--- src/scd_pkg.sv ---
`default_nettype none
package scd_pkg;

    // Single-byte opcodes.
    localparam logic [7:0] SCD_OP_WAKE      = 8'h02;
    localparam logic [7:0] SCD_OP_STANDBY   = 8'h04;
    localparam logic [7:0] SCD_OP_RESET     = 8'h06;
    localparam logic [7:0] SCD_OP_START     = 8'h08;
    localparam logic [7:0] SCD_OP_STOP      = 8'h0a;
    localparam logic [7:0] SCD_OP_READ_CONT = 8'h10;
    localparam logic [7:0] SCD_OP_STOP_CONT = 8'h11;
    localparam logic [7:0] SCD_OP_READ_ONCE = 8'h12;

    // Prefixes in bits 7:5 of the two-byte register commands.
    localparam logic [2:0] SCD_PFX_REG_READ  = 3'h1;
    localparam logic [2:0] SCD_PFX_REG_WRITE = 3'h2;
    localparam logic [2:0] SCD_PFX_COUNT     = 3'h0;

    // Field layout.
    localparam int SCD_BYTE_BITS = 8;
    localparam int SCD_ADDR_W    = 5;
    localparam int SCD_NUM_REGS  = 32;
    localparam int SCD_DATA_W    = 216;

    // Timing: system clock, master clock and gaps in master clock periods.
    localparam int SCD_SYS_CLK_NS      = 50;
    localparam int SCD_MCLK_PERIOD_NS  = 488;
    localparam int SCD_MCLK_DIV        = (SCD_MCLK_PERIOD_NS + SCD_SYS_CLK_NS - 1) / SCD_SYS_CLK_NS;
    localparam int SCD_RESET_PERIODS   = 18;
    localparam int SCD_DECODE_PERIODS  = 4;
    localparam int SCD_UPDATE_PERIODS  = 4;

    // Register reset values.
    localparam logic [4:0] SCD_ADDR_CFG1 = 5'h01;
    localparam logic [4:0] SCD_ADDR_CFG2 = 5'h02;
    localparam logic [4:0] SCD_ADDR_CFG3 = 5'h03;
    localparam logic [4:0] SCD_ADDR_GPIO = 5'h14;
    localparam logic [7:0] SCD_RST_CFG1  = 8'h06;
    localparam logic [7:0] SCD_RST_CFG2  = 8'h40;
    localparam logic [7:0] SCD_RST_CFG3  = 8'h40;
    localparam logic [7:0] SCD_RST_GPIO  = 8'h0f;

    typedef enum logic [1:0] {
        SCD_ST_OPCODE    = 2'b00,
        SCD_ST_COUNT     = 2'b01,
        SCD_ST_REG_READ  = 2'b10,
        SCD_ST_REG_WRITE = 2'b11
    } scd_state_t;

    // Reset value of one register.
    function automatic logic [7:0] scd_reg_default(input logic [4:0] addr);
        unique case (addr)
            SCD_ADDR_CFG1: scd_reg_default = SCD_RST_CFG1;
            SCD_ADDR_CFG2: scd_reg_default = SCD_RST_CFG2;
            SCD_ADDR_CFG3: scd_reg_default = SCD_RST_CFG3;
            SCD_ADDR_GPIO: scd_reg_default = SCD_RST_GPIO;
            default:       scd_reg_default = 8'h00;
        endcase
    endfunction

    // True when the byte carries the given three-bit prefix.
    function automatic logic scd_has_prefix(input logic [7:0] b, input logic [2:0] pfx);
        scd_has_prefix = (b[7:5] == pfx);
    endfunction

endpackage
`default_nettype wire

--- src/scd_decoder.sv ---
// Overview of operation
// - Reset opcode restores defaults within 18 master periods.
// - Start begins conversions; while already running it only cancels a pending stop.
// - Stop finishes current conversion, then halts.
// - System opcodes accepted outside continuous mode, any clock rate.
// - Continuous mode loads result at each data-ready.
// - Continuous mode acts only on stop-continuous opcode.
// - Idle continuous-mode output mirrors data-ready waveform.
// - Stop-continuous ends continuous mode; host waits 4.
// - Single read result survives overlapping next data-ready.
// - Each byte completing outside reset execution executes within 4 master periods.
// - Register read: 001+address, then 000+count-1.
// - First register MSB appears on rising edge 17.
// - Register write stores bytes at successive addresses.
// - Opcodes 06,08,0a,10,11,12 decode as listed; 02 and 04 have no effect.
// - Opcodes decode on the falling edge ending the byte.
// - Register read ignored during continuous mode.
`timescale 1ns/1ps
`default_nettype none
module scd_decoder
    import scd_pkg::*;
#(
    parameter int DATA_W   = SCD_DATA_W,
    parameter int MCLK_DIV = SCD_MCLK_DIV
) (
    input  wire logic              clk_sys,
    input  wire logic              reset_n,
    input  wire logic              sclk,
    input  wire logic              cs_n,
    input  wire logic              din,
    input  wire logic              start_pin,
    input  wire logic              conv_done,
    input  wire logic [DATA_W-1:0] conv_data,
    output var  logic              dout,
    output var  logic              dout_oe,
    output var  logic              data_ready_n,
    output var  logic              conv_run,
    output var  logic              filter_restart
);

    localparam int RST_MAX = SCD_RESET_PERIODS * MCLK_DIV + 1; // Longest reset execution in system cycles.

    ////////////////////////////////////////////////////////////////////////////
    // Pin synchronisers, bit order {start_pin, din, cs_n, sclk}.
    logic [3:0] sync1_q;
    logic [3:0] sync2_q;
    logic       sclk_prev_q;
    logic       sclk_rise;
    logic       sclk_fall;
    logic       cs_s;
    logic       din_s;
    logic       start_s;

    always_ff @(posedge clk_sys or negedge reset_n) begin
        if (!reset_n) begin
            sync1_q     <= 4'h2;
            sync2_q     <= 4'h2;
            sclk_prev_q <= 1'b0;
        end else begin
            sync1_q     <= {start_pin, din, cs_n, sclk};
            sync2_q     <= sync1_q;
            sclk_prev_q <= sync2_q[0];
        end
    end

    // Edge finding on the synchronised serial clock.
    assign sclk_rise = sync2_q[0] & ~sclk_prev_q & ~sync2_q[1];
    assign sclk_fall = ~sync2_q[0] & sclk_prev_q & ~sync2_q[1];
    assign cs_s      = ~sync2_q[1];
    assign din_s     = sync2_q[2];
    assign start_s   = sync2_q[3];

    ////////////////////////////////////////////////////////////////////////////
    // Master clock period enable from a divider.
    logic [7:0] div_q;
    logic [7:0] div_d;
    logic       tick_q;
    logic       tick_d;

    always_comb begin
        tick_d = (div_q == 8'(MCLK_DIV - 1));
        div_d  = tick_d ? 8'h00 : div_q + 8'h01;
    end

    always_ff @(posedge clk_sys or negedge reset_n) begin
        if (!reset_n) begin
            div_q  <= 8'h00;
            tick_q <= 1'b0;
        end else begin
            div_q  <= div_d;
            tick_q <= tick_d;
        end
    end

    ////////////////////////////////////////////////////////////////////////////
    // Command state.
    scd_state_t        st_q, st_d;
    logic [3:0]        bit_q, bit_d;
    logic [6:0]        shin_q, shin_d;
    logic [4:0]        addr_q, addr_d;
    logic [4:0]        cnt_q, cnt_d;
    logic [2:0]        rbit_q, rbit_d;
    logic              wr_q, wr_d;
    logic              cont_q, cont_d;
    logic              run_q, run_d;
    logic              stop_pend_q, stop_pend_d;
    logic [4:0]        rst_cnt_q, rst_cnt_d;
    logic [2:0]        upd_q, upd_d;
    logic              data_ready_n_q, data_ready_n_d;
    logic              retr_q, retr_d;
    logic [DATA_W-1:0] dsr_q, dsr_d;
    logic [DATA_W-1:0] result_q, result_d;
    logic              dout_q, dout_d;
    logic              oe_q;
    logic              restart_q, restart_d;
    logic              conv_run_q;
    logic [7:0]        byte_in;
    logic              byte_done;
    logic              do_reset, do_start, do_stop, do_stop_cont, do_read_once;
    logic              mem_we;
    logic              mem_clear;
    logic [7:0]        mem_rdata;

    assign byte_in   = {shin_q, din_s};
    assign byte_done = sclk_fall && bit_q == 4'(SCD_BYTE_BITS - 1) && rst_cnt_q == 5'h00;

    // Opcode decode; only stop-continuous is honoured in continuous mode.
    always_comb begin
        logic opc;
        opc          = byte_done && st_q == SCD_ST_OPCODE;
        do_stop_cont = opc && byte_in == SCD_OP_STOP_CONT;
        do_reset     = opc && !cont_q && byte_in == SCD_OP_RESET;
        do_start     = opc && !cont_q && byte_in == SCD_OP_START;
        do_stop      = opc && !cont_q && byte_in == SCD_OP_STOP;
        do_read_once = opc && !cont_q && byte_in == SCD_OP_READ_ONCE;
    end

    ////////////////////////////////////////////////////////////////////////////
    // Next-state logic; every byte completing outside reset execution is executed in the cycle it completes.
    always_comb begin
        st_d        = st_q;
        bit_d       = bit_q;
        shin_d      = shin_q;
        addr_d      = addr_q;
        cnt_d       = cnt_q;
        rbit_d      = rbit_q;
        wr_d        = wr_q;
        cont_d      = cont_q;
        run_d       = run_q;
        stop_pend_d = stop_pend_q;
        rst_cnt_d   = rst_cnt_q;
        upd_d       = upd_q;
        data_ready_n_d      = data_ready_n_q;
        retr_d      = retr_q;
        dsr_d       = dsr_q;
        result_d    = result_q;
        dout_d      = dout_q;
        restart_d   = 1'b0;
        mem_we      = 1'b0;
        mem_clear   = 1'b0;
        // Bit assembly on falling edges; chip select high aborts a command.
        if (!cs_s) begin
            bit_d = 4'h0;
            st_d  = SCD_ST_OPCODE;
        end else if (sclk_fall) begin
            bit_d  = (bit_q == 4'(SCD_BYTE_BITS - 1)) ? 4'h0 : bit_q + 4'h1;
            shin_d = byte_in[6:0];
        end
        if (rst_cnt_q != 5'h00 && tick_q) begin
            rst_cnt_d = rst_cnt_q - 5'h01;
        end
        // Byte execution, finished well inside the decode gap.
        if (byte_done) begin
            unique case (st_q)
                SCD_ST_OPCODE: begin
                    if (do_stop_cont) begin
                        cont_d = 1'b0;
                    end else if (cont_q) begin
                        cont_d = 1'b1;
                    end else if (do_reset) begin
                        rst_cnt_d   = 5'(SCD_RESET_PERIODS);
                        mem_clear   = 1'b1;
                        restart_d   = 1'b1;
                        run_d       = 1'b0;
                        stop_pend_d = 1'b0;
                        cont_d      = 1'b1;
                    end else if (do_start) begin
                        stop_pend_d = 1'b0;
                        if (!run_q) begin
                            run_d     = 1'b1;
                            restart_d = 1'b1;
                        end
                    end else if (do_stop) begin
                        stop_pend_d = run_q;
                    end else if (byte_in == SCD_OP_READ_CONT) begin
                        cont_d = 1'b1;
                    end else if (do_read_once) begin
                        dsr_d = result_q;
                    end else if (scd_has_prefix(byte_in, SCD_PFX_REG_READ)
                                 || scd_has_prefix(byte_in, SCD_PFX_REG_WRITE)) begin
                        addr_d = byte_in[4:0];
                        wr_d   = scd_has_prefix(byte_in, SCD_PFX_REG_WRITE);
                        st_d   = SCD_ST_COUNT;
                    end
                end
                SCD_ST_COUNT: begin
                    if (scd_has_prefix(byte_in, SCD_PFX_COUNT)) begin
                        cnt_d  = byte_in[4:0];
                        rbit_d = 3'h7;
                        st_d   = wr_q ? SCD_ST_REG_WRITE : SCD_ST_REG_READ;
                    end else begin
                        st_d = SCD_ST_OPCODE;
                    end
                end
                SCD_ST_REG_WRITE: begin
                    mem_we = 1'b1;
                    addr_d = addr_q + 5'h01;
                    cnt_d  = cnt_q - 5'h01;
                    if (cnt_q == 5'h00) begin
                        st_d = SCD_ST_OPCODE;
                    end
                end
                SCD_ST_REG_READ: begin
                end
            endcase
        end
        // Data out changes on rising edges, and follows data-ready in idle continuous mode.
        if (sclk_rise) begin
            if (st_q == SCD_ST_REG_READ) begin
                dout_d = mem_rdata[rbit_q];
                rbit_d = rbit_q - 3'h1;
                if (rbit_q == 3'h0) begin
                    addr_d = addr_q + 5'h01;
                    cnt_d  = cnt_q - 5'h01;
                    if (cnt_q == 5'h00) begin
                        st_d = SCD_ST_OPCODE;
                    end
                end
            end else begin
                dout_d = dsr_q[DATA_W-1];
                dsr_d  = {dsr_q[DATA_W-2:0], 1'b0};
                retr_d = 1'b1;
            end
        end else if (cont_q && !retr_q) begin
            dout_d = data_ready_n_q;
        end
        // Data-ready: high through the update time, low once fresh data waits.
        if (sclk_fall && !data_ready_n_q && upd_q == 3'h0) begin
            data_ready_n_d = 1'b1;
        end
        if (upd_q != 3'h0 && tick_q) begin
            upd_d = upd_q - 3'h1;
            if (upd_q == 3'h1) begin
                data_ready_n_d = 1'b0;
            end
        end
        if (conv_done) begin
            result_d = conv_data;
            data_ready_n_d   = 1'b1;
            upd_d    = 3'(SCD_UPDATE_PERIODS);
            retr_d   = 1'b0;
            if (cont_q) begin
                dsr_d = conv_data;
            end
            if (stop_pend_q) begin
                run_d       = 1'b0;
                stop_pend_d = 1'b0;
            end
        end
    end

    // Command state registers.
    always_ff @(posedge clk_sys or negedge reset_n) begin
        if (!reset_n) begin
            st_q        <= SCD_ST_OPCODE;
            bit_q       <= 4'h0;
            shin_q      <= 7'h00;
            addr_q      <= 5'h00;
            cnt_q       <= 5'h00;
            rbit_q      <= 3'h7;
            wr_q        <= 1'b0;
            cont_q      <= 1'b1;
            run_q       <= 1'b0;
            stop_pend_q <= 1'b0;
            rst_cnt_q   <= 5'h00;
            upd_q       <= 3'h0;
            data_ready_n_q      <= 1'b1;
            retr_q      <= 1'b0;
            dsr_q       <= '0;
            result_q    <= '0;
            dout_q      <= 1'b1;
            oe_q        <= 1'b0;
            restart_q   <= 1'b0;
            conv_run_q  <= 1'b0;
        end else begin
            st_q        <= st_d;
            bit_q       <= bit_d;
            shin_q      <= shin_d;
            addr_q      <= addr_d;
            cnt_q       <= cnt_d;
            rbit_q      <= rbit_d;
            wr_q        <= wr_d;
            cont_q      <= cont_d;
            run_q       <= run_d;
            stop_pend_q <= stop_pend_d;
            rst_cnt_q   <= rst_cnt_d;
            upd_q       <= upd_d;
            data_ready_n_q      <= data_ready_n_d;
            retr_q      <= retr_d;
            dsr_q       <= dsr_d;
            result_q    <= result_d;
            dout_q      <= dout_d;
            oe_q        <= cs_s;
            restart_q   <= restart_d;
            conv_run_q  <= run_d | start_s;
        end
    end

    ////////////////////////////////////////////////////////////////////////////
    // Register storage.
    scd_regmem u_regmem (
        .clk_sys (clk_sys),
        .reset_n (reset_n),
        .clear   (mem_clear),
        .we      (mem_we),
        .waddr   (addr_q),
        .wdata   (byte_in),
        .raddr   (addr_q),
        .rdata   (mem_rdata)
    );

    // Outputs straight from flip-flops.
    assign dout           = dout_q;
    assign dout_oe        = oe_q;
    assign data_ready_n   = data_ready_n_q;
    assign conv_run       = conv_run_q;
    assign filter_restart = restart_q;
endmodule
`default_nettype wire

--- src/scd_regmem.sv ---
`timescale 1ns/1ps
`default_nettype none
module scd_regmem
    import scd_pkg::*;
#(
    parameter int ADDR_W = SCD_ADDR_W,
    parameter int DEPTH  = SCD_NUM_REGS
) (
    input  wire logic              clk_sys,
    input  wire logic              reset_n,
    input  wire logic              clear,
    input  wire logic              we,
    input  wire logic [ADDR_W-1:0] waddr,
    input  wire logic [7:0]        wdata,
    input  wire logic [ADDR_W-1:0] raddr,
    output var  logic [7:0]        rdata
);

    logic [7:0] mem_q [DEPTH];
    logic [7:0] mem_d [DEPTH];
    logic [7:0] rdata_q;

    ////////////////////////////////////////////////////////////////////////////
    // Clear restores every default, otherwise a write updates one entry.
    always_comb begin
        for (int i = 0; i < DEPTH; i++) begin
            if (clear) begin
                mem_d[i] = scd_reg_default(ADDR_W'(i));
            end else if (we && waddr == ADDR_W'(i)) begin
                mem_d[i] = wdata;
            end else begin
                mem_d[i] = mem_q[i];
            end
        end
    end

    // Storage and registered read port.
    always_ff @(posedge clk_sys or negedge reset_n) begin
        if (!reset_n) begin
            for (int i = 0; i < DEPTH; i++) begin
                mem_q[i] <= scd_reg_default(ADDR_W'(i));
            end
            rdata_q <= 8'h00;
        end else begin
            mem_q   <= mem_d;
            rdata_q <= mem_q[raddr];
        end
    end

    assign rdata = rdata_q;

endmodule
`default_nettype wire

--- config.mk ---
export PLATFORM = sky130hd
export DESIGN_NAME = scd_decoder
export DESIGN_NICKNAME = d
export VERILOG_FILES = /design/src/scd_pkg.sv /design/src/scd_decoder.sv /design/src/scd_regmem.sv
export SDC_FILE = /design/constraint.sdc
export NUM_CORES = 1
export LEC_CHECK = 0
export BUFFER_PORTS_ARGS = -buffer_cell sky130_fd_sc_hd__buf_4
export CAP_MARGIN = 10
export CORE_ASPECT_RATIO = 1.4
export CORE_MARGIN = 2
export CORE_UTILIZATION = 30
export CTS_BUF_LIST = sky130_fd_sc_hd__clkbuf_8
export DETAILED_ROUTE_END_ITERATION = 8
export PLACE_DENSITY_LB_ADDON = 0.1
export SETUP_SLACK_MARGIN = 0.4
export SLEW_MARGIN = 20
export SYNTH_ARGS = -nofsm -noshare
export SYNTH_HDL_FRONTEND = slang
export SYNTH_SLANG_ARGS = --single-unit
--- constraint.sdc ---
create_clock -name clk_sys -period 3 [get_ports clk_sys]
set_input_delay 0.15 -clock clk_sys [delete_from_list [all_inputs] [get_ports clk_sys]]
set_output_delay 0.15 -clock clk_sys [all_outputs]
set_load 0.1 [all_outputs]
==> flow_summary_export.csv, run 1 <==
group,metric,value,unit
sta,max_slew_margin,0.3168,
layout,fin_util,0.4072,
sta,setup_violations,0,
worst_setup_path,reg2reg_depth,10,
sta,max_freq,0.3444,GHz
sta,fin_crit_sh,0.9680,
floorplanning,die_w,287.2,um
grt,antenna_found_initial,4,
cts,cts_root_buf,"clkbuf_8",
route,vias,26896,
synthesis,synth_area_per_cell,10.96,um2
route,drtAntennaViolNets,0,
floorplanning,fp.coreArea,0.1116,mm2
sta,final_hold_viol_count,0,
cts,cts_max_level,4,
route,wl_per_cell,21.08,um
cts,clock_path_buffers,3,
synthesis,synthArstFlopShare,1.000,
layout,multiInputGateArea,0.01452,mm2
synthesis,yosysUniqueCellTypes,52,
worst_setup_path,r2r_slack,100,ps
cts,cts_sinks,758,
pwr,peakVddDrop,0.0004584,V
floorplanning,start_util,0.3020,
sta,clock_skew,44.91,ps
synthesis,synth_edf_count,0,
sta,rsz0062_at_grt,"true",
pwr,p_sw,5.787,mW
grt,grt_max_degree,148,
worst_setup_path,endpoint,"dsr_q[97]",
layout,fillers,10662,
sta,worst-slew-pin-transition,1025,ps
sta,slew_viol_final,0,
cts,cts_tree,"yes",
pwr,seq_power_share,0.477,
synthesis,yosysSeqAreaShare,0.5635,
floorplanning,ioPinCount,228,
floorplanning,dieHeight,400.5,um
worst_setup_path,path_class,"flop to flop",
layout,area_delta_synth_final,34.82,%
pwr,internal-power,16.85,mW
pwr,p_clk_frac,0.436,
layout,final_layout_size_suffix_gt1_frac,0.3057,
layout,regArea,0.01899,mm2
pwr,pwr-share-comb,0.086,
synthesis,syn_area,0.03370,mm2
route,drt-initial-drc-count,1659,
synthesis,synth_fp_nets,3318,
synthesis,ys.flop_type,"dfrtp_1",
worst_setup_path,cp_data_arrival_time,3580,ps
worst_setup_path,r2r_end,"dsr_q[97]",
floorplanning,die-area,0.1151,mm2
hold_path,hold_path.startpoint,"conv_data[149]",
route,drt_pre_antenna_iters,5,
floorplanning,row_count,145,
grt,grt_overflow,0,
sta,period_needed,2904,ps
synthesis,synth_cells,3074,
worst_setup_path,required,3680,ps
worst_setup_path,critical_path.startpoint_type,"flop",
cts,clk_latency,820,ps
run_status,outcome,"complete, no violations",
cts,path_clk_slew,60,ps
grt,track_usage,0.1907,
route,viasPerCell,5.183,
synthesis,synth-seq-cells,758,
worst_setup_path,critPathCaptureType,"flop",
worst_setup_path,critPathLaunch,"rst_cnt_q[1]",
sta,fin_setup_tns,0,ps
route,wl,109400,um
pwr,leakagePower,19.16,nW
route,drc_errors,0,
placed_design,routabilityCongestion,0.7692,
flow_run,drv_cap,0,
pwr,switching_share,0.2556,
pwr,power_per_cell_area,498.4,mW/mm2
grt,grt_pass1_wl,172900,um
layout,nets,3859,
worst_setup_path,rr_startpoint,"rst_cnt_q[1]",
hold_path,min_path_type,"primary input to flop",
synthesis,yosysWarningCount,0,
placed_design,hpwl,62670,um
worst_setup_path,crit_fanout,8,
grt,grt_pass1_vias,29353,
cts,numCtsBuffers,134,
placed_design,portBuffers,227,
-- sequential cells by signal, summed over array words and instances (netlist names), 7 cells and up --
signal and count:
shin_q 7, dsr_q 216, u_regmem.rdata 8, div_q 8, u_regmem.mem_q 256, result_q 216
-- through the flow --
stage / instance area [um2] / power (mW) / cells / hold WS [ps] / setup WS [ps]
final: 45430 / 22.64 / 5189 / 120.1 / 95.99
after global routing: 45430 / 23.66 / 5189 / 59.17 / 27.17
after CTS: 45020 / 23.06 / 5176 / 12.12 / 134.0
after detailed placement: 37480 / 12.66 / 4610 / 108.2 / 64.84
after global placement: 37480 / 12.61 / 4610 / 112.4 / 100.3
after floorplan: 34010 / 11.69 / 3074 / -145.6 / 275.5
-- power groups by stage --
stage               registers [mW]  logic (mW)  clock network [mW]
floorplan                     10.9       0.767                   0
global placement              11.0        1.64                   0
detailed placement            11.0        1.67                   0
CTS                           10.8        1.99                10.3
global route                  10.8        2.13                10.7
finish                        10.8        1.95                9.88
-- timing repair --
item | in CTS | in global routing
buffers inserted | 51 | 7
gates resized for setup | 318 | 68
cloned | 36 | 3
pin swaps | 96 | 31
endpoints found under the setup margin | 394 | 458
endpoints found under the hold margin | 1041 | 0
hold buffers | 242 | 0
-- worst min-delay path by stage --
stage,end,slack [ps],cells after the start
final,result_q[149],120,3
after global routing,result_q[34],60,3
after CTS,result_q[33],10,3
after detailed placement,result_q[19],110,1
after global placement,dsr_q[19],110,1
after floorplan,addr_q[0],-150,0
-- area by class of cell --
class                   instances  share of cell area
clock inverters                65            0.008235
flip-flops and latches        758              0.4181
diodes                          3           0.0001653
inverters                      28            0.002314
multi-input cells            2018              0.3195
well taps                    1470             0.04049
repair buffers                675              0.1591
clock buffers                 172             0.05211
-- cell usage after synthesis (all sizes together), types with 11 or more instances --
cell type | instances | area (um2)
o22ai | 216 | 1351
mux2i | 61 | 610.6
nand3 | 240 | 1201
buf | 51 | 235.2
dfrtp | 742 | 18570
a31oi | 220 | 1376
nor3 | 30 | 150.1
mux2 | 228 | 2567
dfstp | 16 | 420.4
clkbuf | 221 | 829.6
a21oi | 21 | 105.1
nor2 | 100 | 375.4
o21ai | 209 | 1046
ha | 21 | 262.8
nand2 | 477 | 1790
nor4 | 11 | 83.83
xnor2 | 12 | 105.1
inv | 28 | 105.1
mux4 | 82 | 1847
-- metal layers --
| layer | track usage | part of all wire |
|---|---|---|
| met1 | 0.2391 | 0.42 |
| met2 | 0.3275 | 0.51 |
| met3 | 0.03214 | 0.038 |
| met4 | 0.07027 | 0.030 |
| met5 | 0 | 0.000064 |
-- kinds of logic (layout without fill, tap and decap cells) --
logic type	after synthesis	in the layout	share of synthesized area
AO/OA/AOI/OAI	700	700	0.1231
XOR/XNOR	15	15	0.003899
multiplexers	371	371	0.1491
buffers and inverters	300	940	0.03472
other	0	3	0
adder cells (fa/ha/maj)	21	21	0.007798
AND/OR/NAND/NOR	909	911	0.1178
flip-flops	758	758	0.5635
-- critical path, stage by stage (launching register included) --
cell and delay [ps]:
dfrtp_1 400, inv_2 100, ha_4 130, or4b_4 460, or4_4 570, or4_4 460, buf_12 180, buf_12 150
buf_16 150, nand2_4 60, a31oi_4 70
-- placed cells by master, fill, tap and decap left out, drive strengths merged, types with 8 or more instances in the layout --
master / instances
dfstp: 16
inv: 78
clkinv: 8
clkbuf: 175
nand2: 477
o211ai: 8
dfrtp: 742
nor3: 30
a21oi: 21
a31oi: 220
ha: 21
nand3: 240
nor2: 100
o31ai: 8
and3: 9
mux4: 82
o22ai: 216
mux2i: 61
xnor2: 12
o21ai: 209
mux2: 228
dlygate4sd3: 241
buf: 427
nor4: 11
Power figures use the tool's default switching activity.
==> inputs of run 2 (changes only) <==
--- a/config.mk
+++ b/config.mk
@@ -9,7 +9,7 @@
 export CAP_MARGIN = 10
 export CORE_ASPECT_RATIO = 1.4
 export CORE_MARGIN = 2
-export CORE_UTILIZATION = 30
+export CORE_UTILIZATION = 35
 export CTS_BUF_LIST = sky130_fd_sc_hd__clkbuf_8
 export DETAILED_ROUTE_END_ITERATION = 8
 export PLACE_DENSITY_LB_ADDON = 0.1
==> run 2 against run 1 <==
  * Worst hold slack got worse by 24 ps
  * Fmax decreased by 0.80%
  * Sequential share of layout area increased by 0.084 points
  * Worst setup slack got worse by 23 ps
  * Highest routed layer is now met4
  * Die area decreased by 14%
  * Clock power decreased by 5.0%
  * Global-route usage increased by 2.1 points
  * Power decreased by 2.1%
  * Core utilization increased by 6.8 points
  * Sequential power about the same
  * Clock skew increased by 3.1 ps
==> flow_summary_export.csv, run 2 (synthesis results as in run 1) <==
group,metric,value,unit
worst_setup_path,slowest_delay,600,ps
cts,cts_root_buf,"clkbuf_8",
worst_setup_path,cp_data_arrival_time,3600,ps
worst_setup_path,path_cells,"inv_2 > ha_4 > or4bb_1 > or4_4 > buf_4 > buf_8 > or2_4 > buf_12 > clkbuf_16 > nand3_1 > o21ai_0",
grt,grt_pass1_vias,28148,
worst_setup_path,required,3680,ps
layout,area_delta_synth_final,34.54,%
floorplanning,row_count,134,
cts,cts_tree,"yes",
route,drc_errors,0,
floorplanning,dieHeight,371.1,um
cts,clk_latency,820,ps
layout,fin_util,0.4752,
grt,track_usage,0.2121,
sta,max_slew_margin,0.2989,
route,drtAntennaViolNets,0,
placed_design,routabilityCongestion,0.7861,
route,vias,27181,
worst_setup_path,crit_fanout,17,
sta,clock_skew,48.02,ps
pwr,peakVddDrop,0.0003043,V
cts,path_clk_slew,60,ps
floorplanning,start_util,0.3532,
layout,reg_top3,"u_regmem.mem_q: 256 flops, dsr_q: 216 flops, result_q: 216 flops",
worst_setup_path,rr_startpoint,"st_q[1]",
grt,grt.met1_usage,0.2687,
cts,numCtsBuffers,131,
cts,cts_max_level,4,
hold_path,min_path_type,"primary input to flop",
layout,largest_reg_flops,256,
worst_setup_path,critPathCaptureType,"flop",
placed_design,place_ws,13.20,ps
cts,clock_path_buffers,3,
layout,final_cell_mix,"dfrtp_1, nand2_1, buf_4",
run_status,outcome,"complete, no violations",
sta,worst-slew-pin-transition,1052,ps
flow_run,drv_cap,0,
floorplanning,die-area,0.09881,mm2
placed_design,place_area,0.03718,mm2
layout,mostFrequentLayoutCell,"dfrtp_1",
sta,timing.hold.ws,96.02,ps
worst_setup_path,path_class,"flop to flop",
sta,period_needed,2927,ps
layout,stdcell_area,0.04533,mm2
route,drt-initial-drc-count,2043,
hold_path,holdPathEnd,"result_q[118]",
grt,grt-busiest-layer,"met2",
sta,max_freq,0.3416,GHz
worst_setup_path,crit_buf_inv,5,
hold_path,hold_depth,3,
pwr,leakagePower,19.33,nW
layout,final_layout_size_suffix_gt1_frac,0.3083,
hold_path,hold_path.startpoint,"conv_data[118]",
layout,largest_register,"u_regmem.mem_q",
sta,finalWorstSetupSlack,72.68,ps
worst_setup_path,crit_slowest_cell,"or4_4",
sta,setup_violations,0,
layout,nets,3868,
grt,grt_overflow,0,
sta,fin_crit_sh,0.9758,
floorplanning,die_w,266.2,um
route,wl,109200,um
floorplanning,fp.coreArea,0.09540,mm2
sta,slew_viol_final,0,
grt,antenna_found_initial,2,
floorplanning,ioPinCount,228,
worst_setup_path,reg2reg_depth,11,
worst_setup_path,path_depth,11,
worst_setup_path,r2r_slack,70,ps
placed_design,portBuffers,227,
cts,cts_sinks,758,
worst_setup_path,crit_family,"simple AND/OR/NAND/NOR gates",
grt,grt_use_met3,0.03417,
route,viasPerCell,5.498,
placed_design,hpwl,60120,um
sta,rsz0062_at_grt,"true",
grt,use_met2,0.3630,
worst_setup_path,critical_path.startpoint_type,"flop",
worst_setup_path,r2r_end,"u_regmem.mem_q[27]",
sta,final_hold_viol_count,0,
pwr,power_per_cell_area,488.8,mW/mm2
grt,grt_pass1_wl,164200,um
route,drt_pre_antenna_iters,6,
route,wl_per_cell,22.10,um
grt,grt_max_degree,152,
## run 2: cell count changes in the layout (fill, tap and decap cells not counted), sizes merged, moves of 2 or more
| cell | before | now |
|---|---|---|
| buf | 427 | 437 |
| bufinv | 3 | 0 |
| dlygate4sd3 | 241 | 227 |
| inv | 78 | 76 |
| clkbuf | 175 | 189 |
| clkinv | 8 | 5 |
| bufbuf | 4 | 0 |
## run 2: per-layer routing
layer	wire (um)	part of all wire
met1	45740	0.42
met2	55950	0.51
met3	4465	0.041
met4	3096	0.028
met5	0	0
## run 2: worst reg2reg max path: stages, from the launching register on
cell and delay [ps]:
dfrtp_1 410, inv_2 90, ha_4 130, or4bb_1 430, or4_4 600, buf_4 170, buf_8 130, or2_4 310
buf_12 170, clkbuf_16 170, nand3_1 90, o21ai_0 100
## run 2: final cells by class
cell class | instances | area, um2
antenna | 3 | 7.507
clock buffer | 168 | 2312
clock inverter | 58 | 270.3
fill | 8686 | 50060
inverter | 28 | 105.1
multi-input combinational | 2020 | 14620
sequential | 758 | 18990
tap | 1224 | 1531
timing repair buffer | 685 | 7500
## run 2: stage by stage
stage	TNS, ps	instances	total power, mW
after CTS	0	4882	22.46
after floorplan	0	3074	11.69
after global placement	0	4366	12.55
after detailed placement	0	4366	12.60
final	0	4944	22.16
after global routing	-17.46	4943	23.12
## run 2: how the worst max path moves through the flow
stage,from,end
2_1_floorplan,st_q[1],dsr_q[105]
3_3_place_gp,st_q[1],dsr_q[165]
3_5_place_dp,st_q[1],dsr_q[28]
4_1_cts,st_q[1],dsr_q[112]
5_1_grt,st_q[1],u_regmem.mem_q[123]
6_report,st_q[1],u_regmem.mem_q[27]
## run 2: timing repair
item,4_1_cts,5_1_grt
hold buffers,228,0
pin swaps,55,102
endpoints found under the hold margin,944,0
endpoints found under the setup margin,412,466
gates cloned,31,30
resized for setup,110,240
setup buffers,31,29
## run 2: where the power goes
part           internal (mW)  switching, mW
clock network           5.01           4.39
logic                  0.862           1.07
registers               10.6          0.246
==> inputs of run 3 (changes only) <==
--- a/config.mk
+++ b/config.mk
@@ -5,7 +5,7 @@
 export SDC_FILE = /design/constraint.sdc
 export NUM_CORES = 1
 export LEC_CHECK = 0
-export BUFFER_PORTS_ARGS = -buffer_cell sky130_fd_sc_hd__buf_4
+export BUFFER_PORTS_ARGS = -buffer_cell sky130_fd_sc_hd__buf_2
 export CAP_MARGIN = 10
 export CORE_ASPECT_RATIO = 1.4
 export CORE_MARGIN = 2
==> run 3 against run 2 <==
  * Design area rose by 1.5%
  * Power fell by 0.11%
  * Sequential share of layout area fell by 0.61 points
  * Via count rose by 1.9%
  * Wire length rose by 2.5%
  * Clock-buffer cell count fell by 4
  * Critical endpoint is now dsr_q[86]
  * Largest power group unchanged
  * Highest routed layer unchanged
==> flow_summary_export.csv, run 3 (synthesis results as in run 1) <==
group,metric,value,unit
pwr,p_sw,5.773,mW
sta,setup_violations,0,
cts,path_clk_slew,60,ps
sta,max_freq,0.3482,GHz
worst_setup_path,critPathCaptureType,"flop",
sta,period_needed,2872,ps
worst_setup_path,critPathLaunch,"st_q[1]",
pwr,pwr-share-comb,0.089,
layout,largest_reg_flops,256,
route,top_layer_used,"met4",
sta,slew_viol_final,0,
floorplanning,die_w,266.2,um
worst_setup_path,path_class,"flop to flop",
route,wl_per_cell,22.39,um
floorplanning,fp.coreArea,0.09540,mm2
grt,grt_pass1_vias,28479,
sta,worst-slew-pin-transition,1081,ps
cts,clk_latency,830,ps
worst_setup_path,critical_path.startpoint_type,"flop",
layout,area_delta_synth_final,36.56,%
cts,cts_max_level,4,
worst_setup_path,endpoint,"dsr_q[86]",
floorplanning,dieHeight,371.1,um
pwr,seq_power_share,0.488,
worst_setup_path,r2r_end,"dsr_q[86]",
pwr,leakagePower,19.30,nW
cts,numCtsBuffers,132,
pwr,switching_share,0.2608,
worst_setup_path,reg2reg_depth,9,
pwr,fin_total_pwr,22.13,mW
flow_run,drv_cap,0,
floorplanning,die-area,0.09881,mm2
grt,grt_overflow,0,
placed_design,hpwl,60390,um
floorplanning,row_count,134,
grt,antenna_found_initial,5,
route,wl,112000,um
route,drt_pre_antenna_iters,5,
layout,mostFrequentLayoutCell,"dfrtp_1",
route,drt-initial-drc-count,1993,
cts,cts_sinks,758,
placed_design,portBuffers,227,
layout,nets,3924,
pwr,p_clk_frac,0.423,
sta,final_hold_viol_count,0,
route,wl_met1,47050,um
pwr,peakVddDrop,0.0002729,V
worst_setup_path,cp_data_arrival_time,3550,ps
layout,reg_top3,"u_regmem.mem_q: 256 flops, dsr_q: 216 flops, result_q: 216 flops",
sta,rsz0062_at_grt,"true",
cts,cts_tree,"yes",
cts,clock_path_buffers,3,
floorplanning,ioPinCount,228,
sta,fin_setup_tns,0,ps
cts,cts_root_buf,"clkbuf_8",
layout,largest_register,"u_regmem.mem_q",
floorplanning,start_util,0.3532,
worst_setup_path,rr_startpoint,"st_q[1]",
worst_setup_path,crit_fanout,20,
grt,grt_pass1_wl,164200,um
route,drc_errors,0,
pwr,power_per_cell_area,481.0,mW/mm2
route,viasPerCell,5.538,
run_status,outcome,"complete, no violations",
sta,fin_crit_sh,0.9572,
route,met3_length,4973,um
sta,clock_skew,41.48,ps
hold_path,min_path_type,"primary input to flop",
pwr,internal-power,16.36,mW
worst_setup_path,required,3680,ps
route,vias,27707,
route,drtAntennaViolNets,0,
sta,max_slew_margin,0.2795,
worst_setup_path,r2r_slack,130,ps
layout,final_cell_mix,"dfrtp_1, nand2_1, dlygate4sd3_1",
layout,stdcell_area,0.04601,mm2
placed_design,place_area,0.03670,mm2
grt,track_usage,0.2121,
grt,grt_max_degree,166,
layout,final_layout_size_suffix_gt1_frac,0.3442,
route,dr_wl_met2,57000,um
placed_design,routabilityCongestion,0.7645,
==> run 3: cell types whose count changed in the layout (fill, tap and decap cells not counted), moves of 49 or more <==
cell     previous run  this run
o21ai_0           166        37
buf_4             326       103
o21ai_2             0        49
nand3_2            14       170
buf_2               2       226
o21ai_1            43       123
nand3_1           216        37
nand2_1           387       454
==> run 3: how the worst min path moves through the flow <==
stage	endpoint	slack (ps)	startpoint	depth (start not counted)
4_1_cts	result_q[179]	20	conv_data[179]	3
5_1_grt	result_q[145]	40	conv_data[145]	3
3_3_place_gp	result_q[20]	230	reset_n	1
3_5_place_dp	result_q[20]	250	reset_n	1
6_report	result_q[145]	110	conv_data[145]	3
2_1_floorplan	addr_q[0]	-150	reset_n	0
==> run 3: layer usage <==
| layer | track usage | vias up |
|---|---|---|
| met5 | 0 | - |
| met4 | 0.07347 | 0 |
| met3 | 0.03987 | 176 |
| met2 | 0.3640 | 711 |
| met1 | 0.2677 | 14312 |
| li1 | - | 12508 |
==> run 3: repair_timing <==
item / CTS / global route
pin swaps: 10 / 158
gates resized for setup: 81 / 528
hold buffers: 275 / 0
endpoints found under the hold margin: 1120 / 0
endpoints found under the setup margin: 419 / 477
cloned: 21 / 48
setup buffers: 17 / 38
==> run 3: per-stage QoR <==
step / util / setup slack, ps / cells / hold WS, ps
detailed placement: 0.3847 / 75.57 / 4371 / 254.8
floorplan: - / 275.5 / 3074 / -145.6
finish: 0.4823 / 128.3 / 5003 / 113.8
global route: 0.4823 / 49.73 / 5003 / 44.50
global placement: 0.3847 / 124.7 / 4371 / 232.1
CTS: 0.4515 / 159.2 / 4912 / 22.95
==> run 3: critical path: stages (launching register included) <==
cell and delay (ps):
dfrtp_1 390, inv_2 80, ha_4 120, or4bb_1 410
or4_4 580, or4_4 450, buf_12 180, bufbuf_16 320
nand2_1 80, a31oi_1 70
==> run 3: power by group through the flow <==
stage	logic, mW	clock network [mW]	registers, mW
after global placement	1.54	0	11.0
after detailed placement	1.57	0	11.0
after floorplan	0.767	0	10.9
final	1.97	9.35	10.8
after CTS	1.94	9.66	10.8
after global routing	2.14	10.1	10.8
==> run 3: layout make-up <==
type                       count  area (um2)
sequential                   758       19000
inverter                      28       105.1
fill                        8611       49380
antenna                        5       12.51
timing repair buffer         729        7311
clock buffer                 164        2257
clock inverter                64       304.0
multi-input combinational   2031       15500
tap                         1224        1531
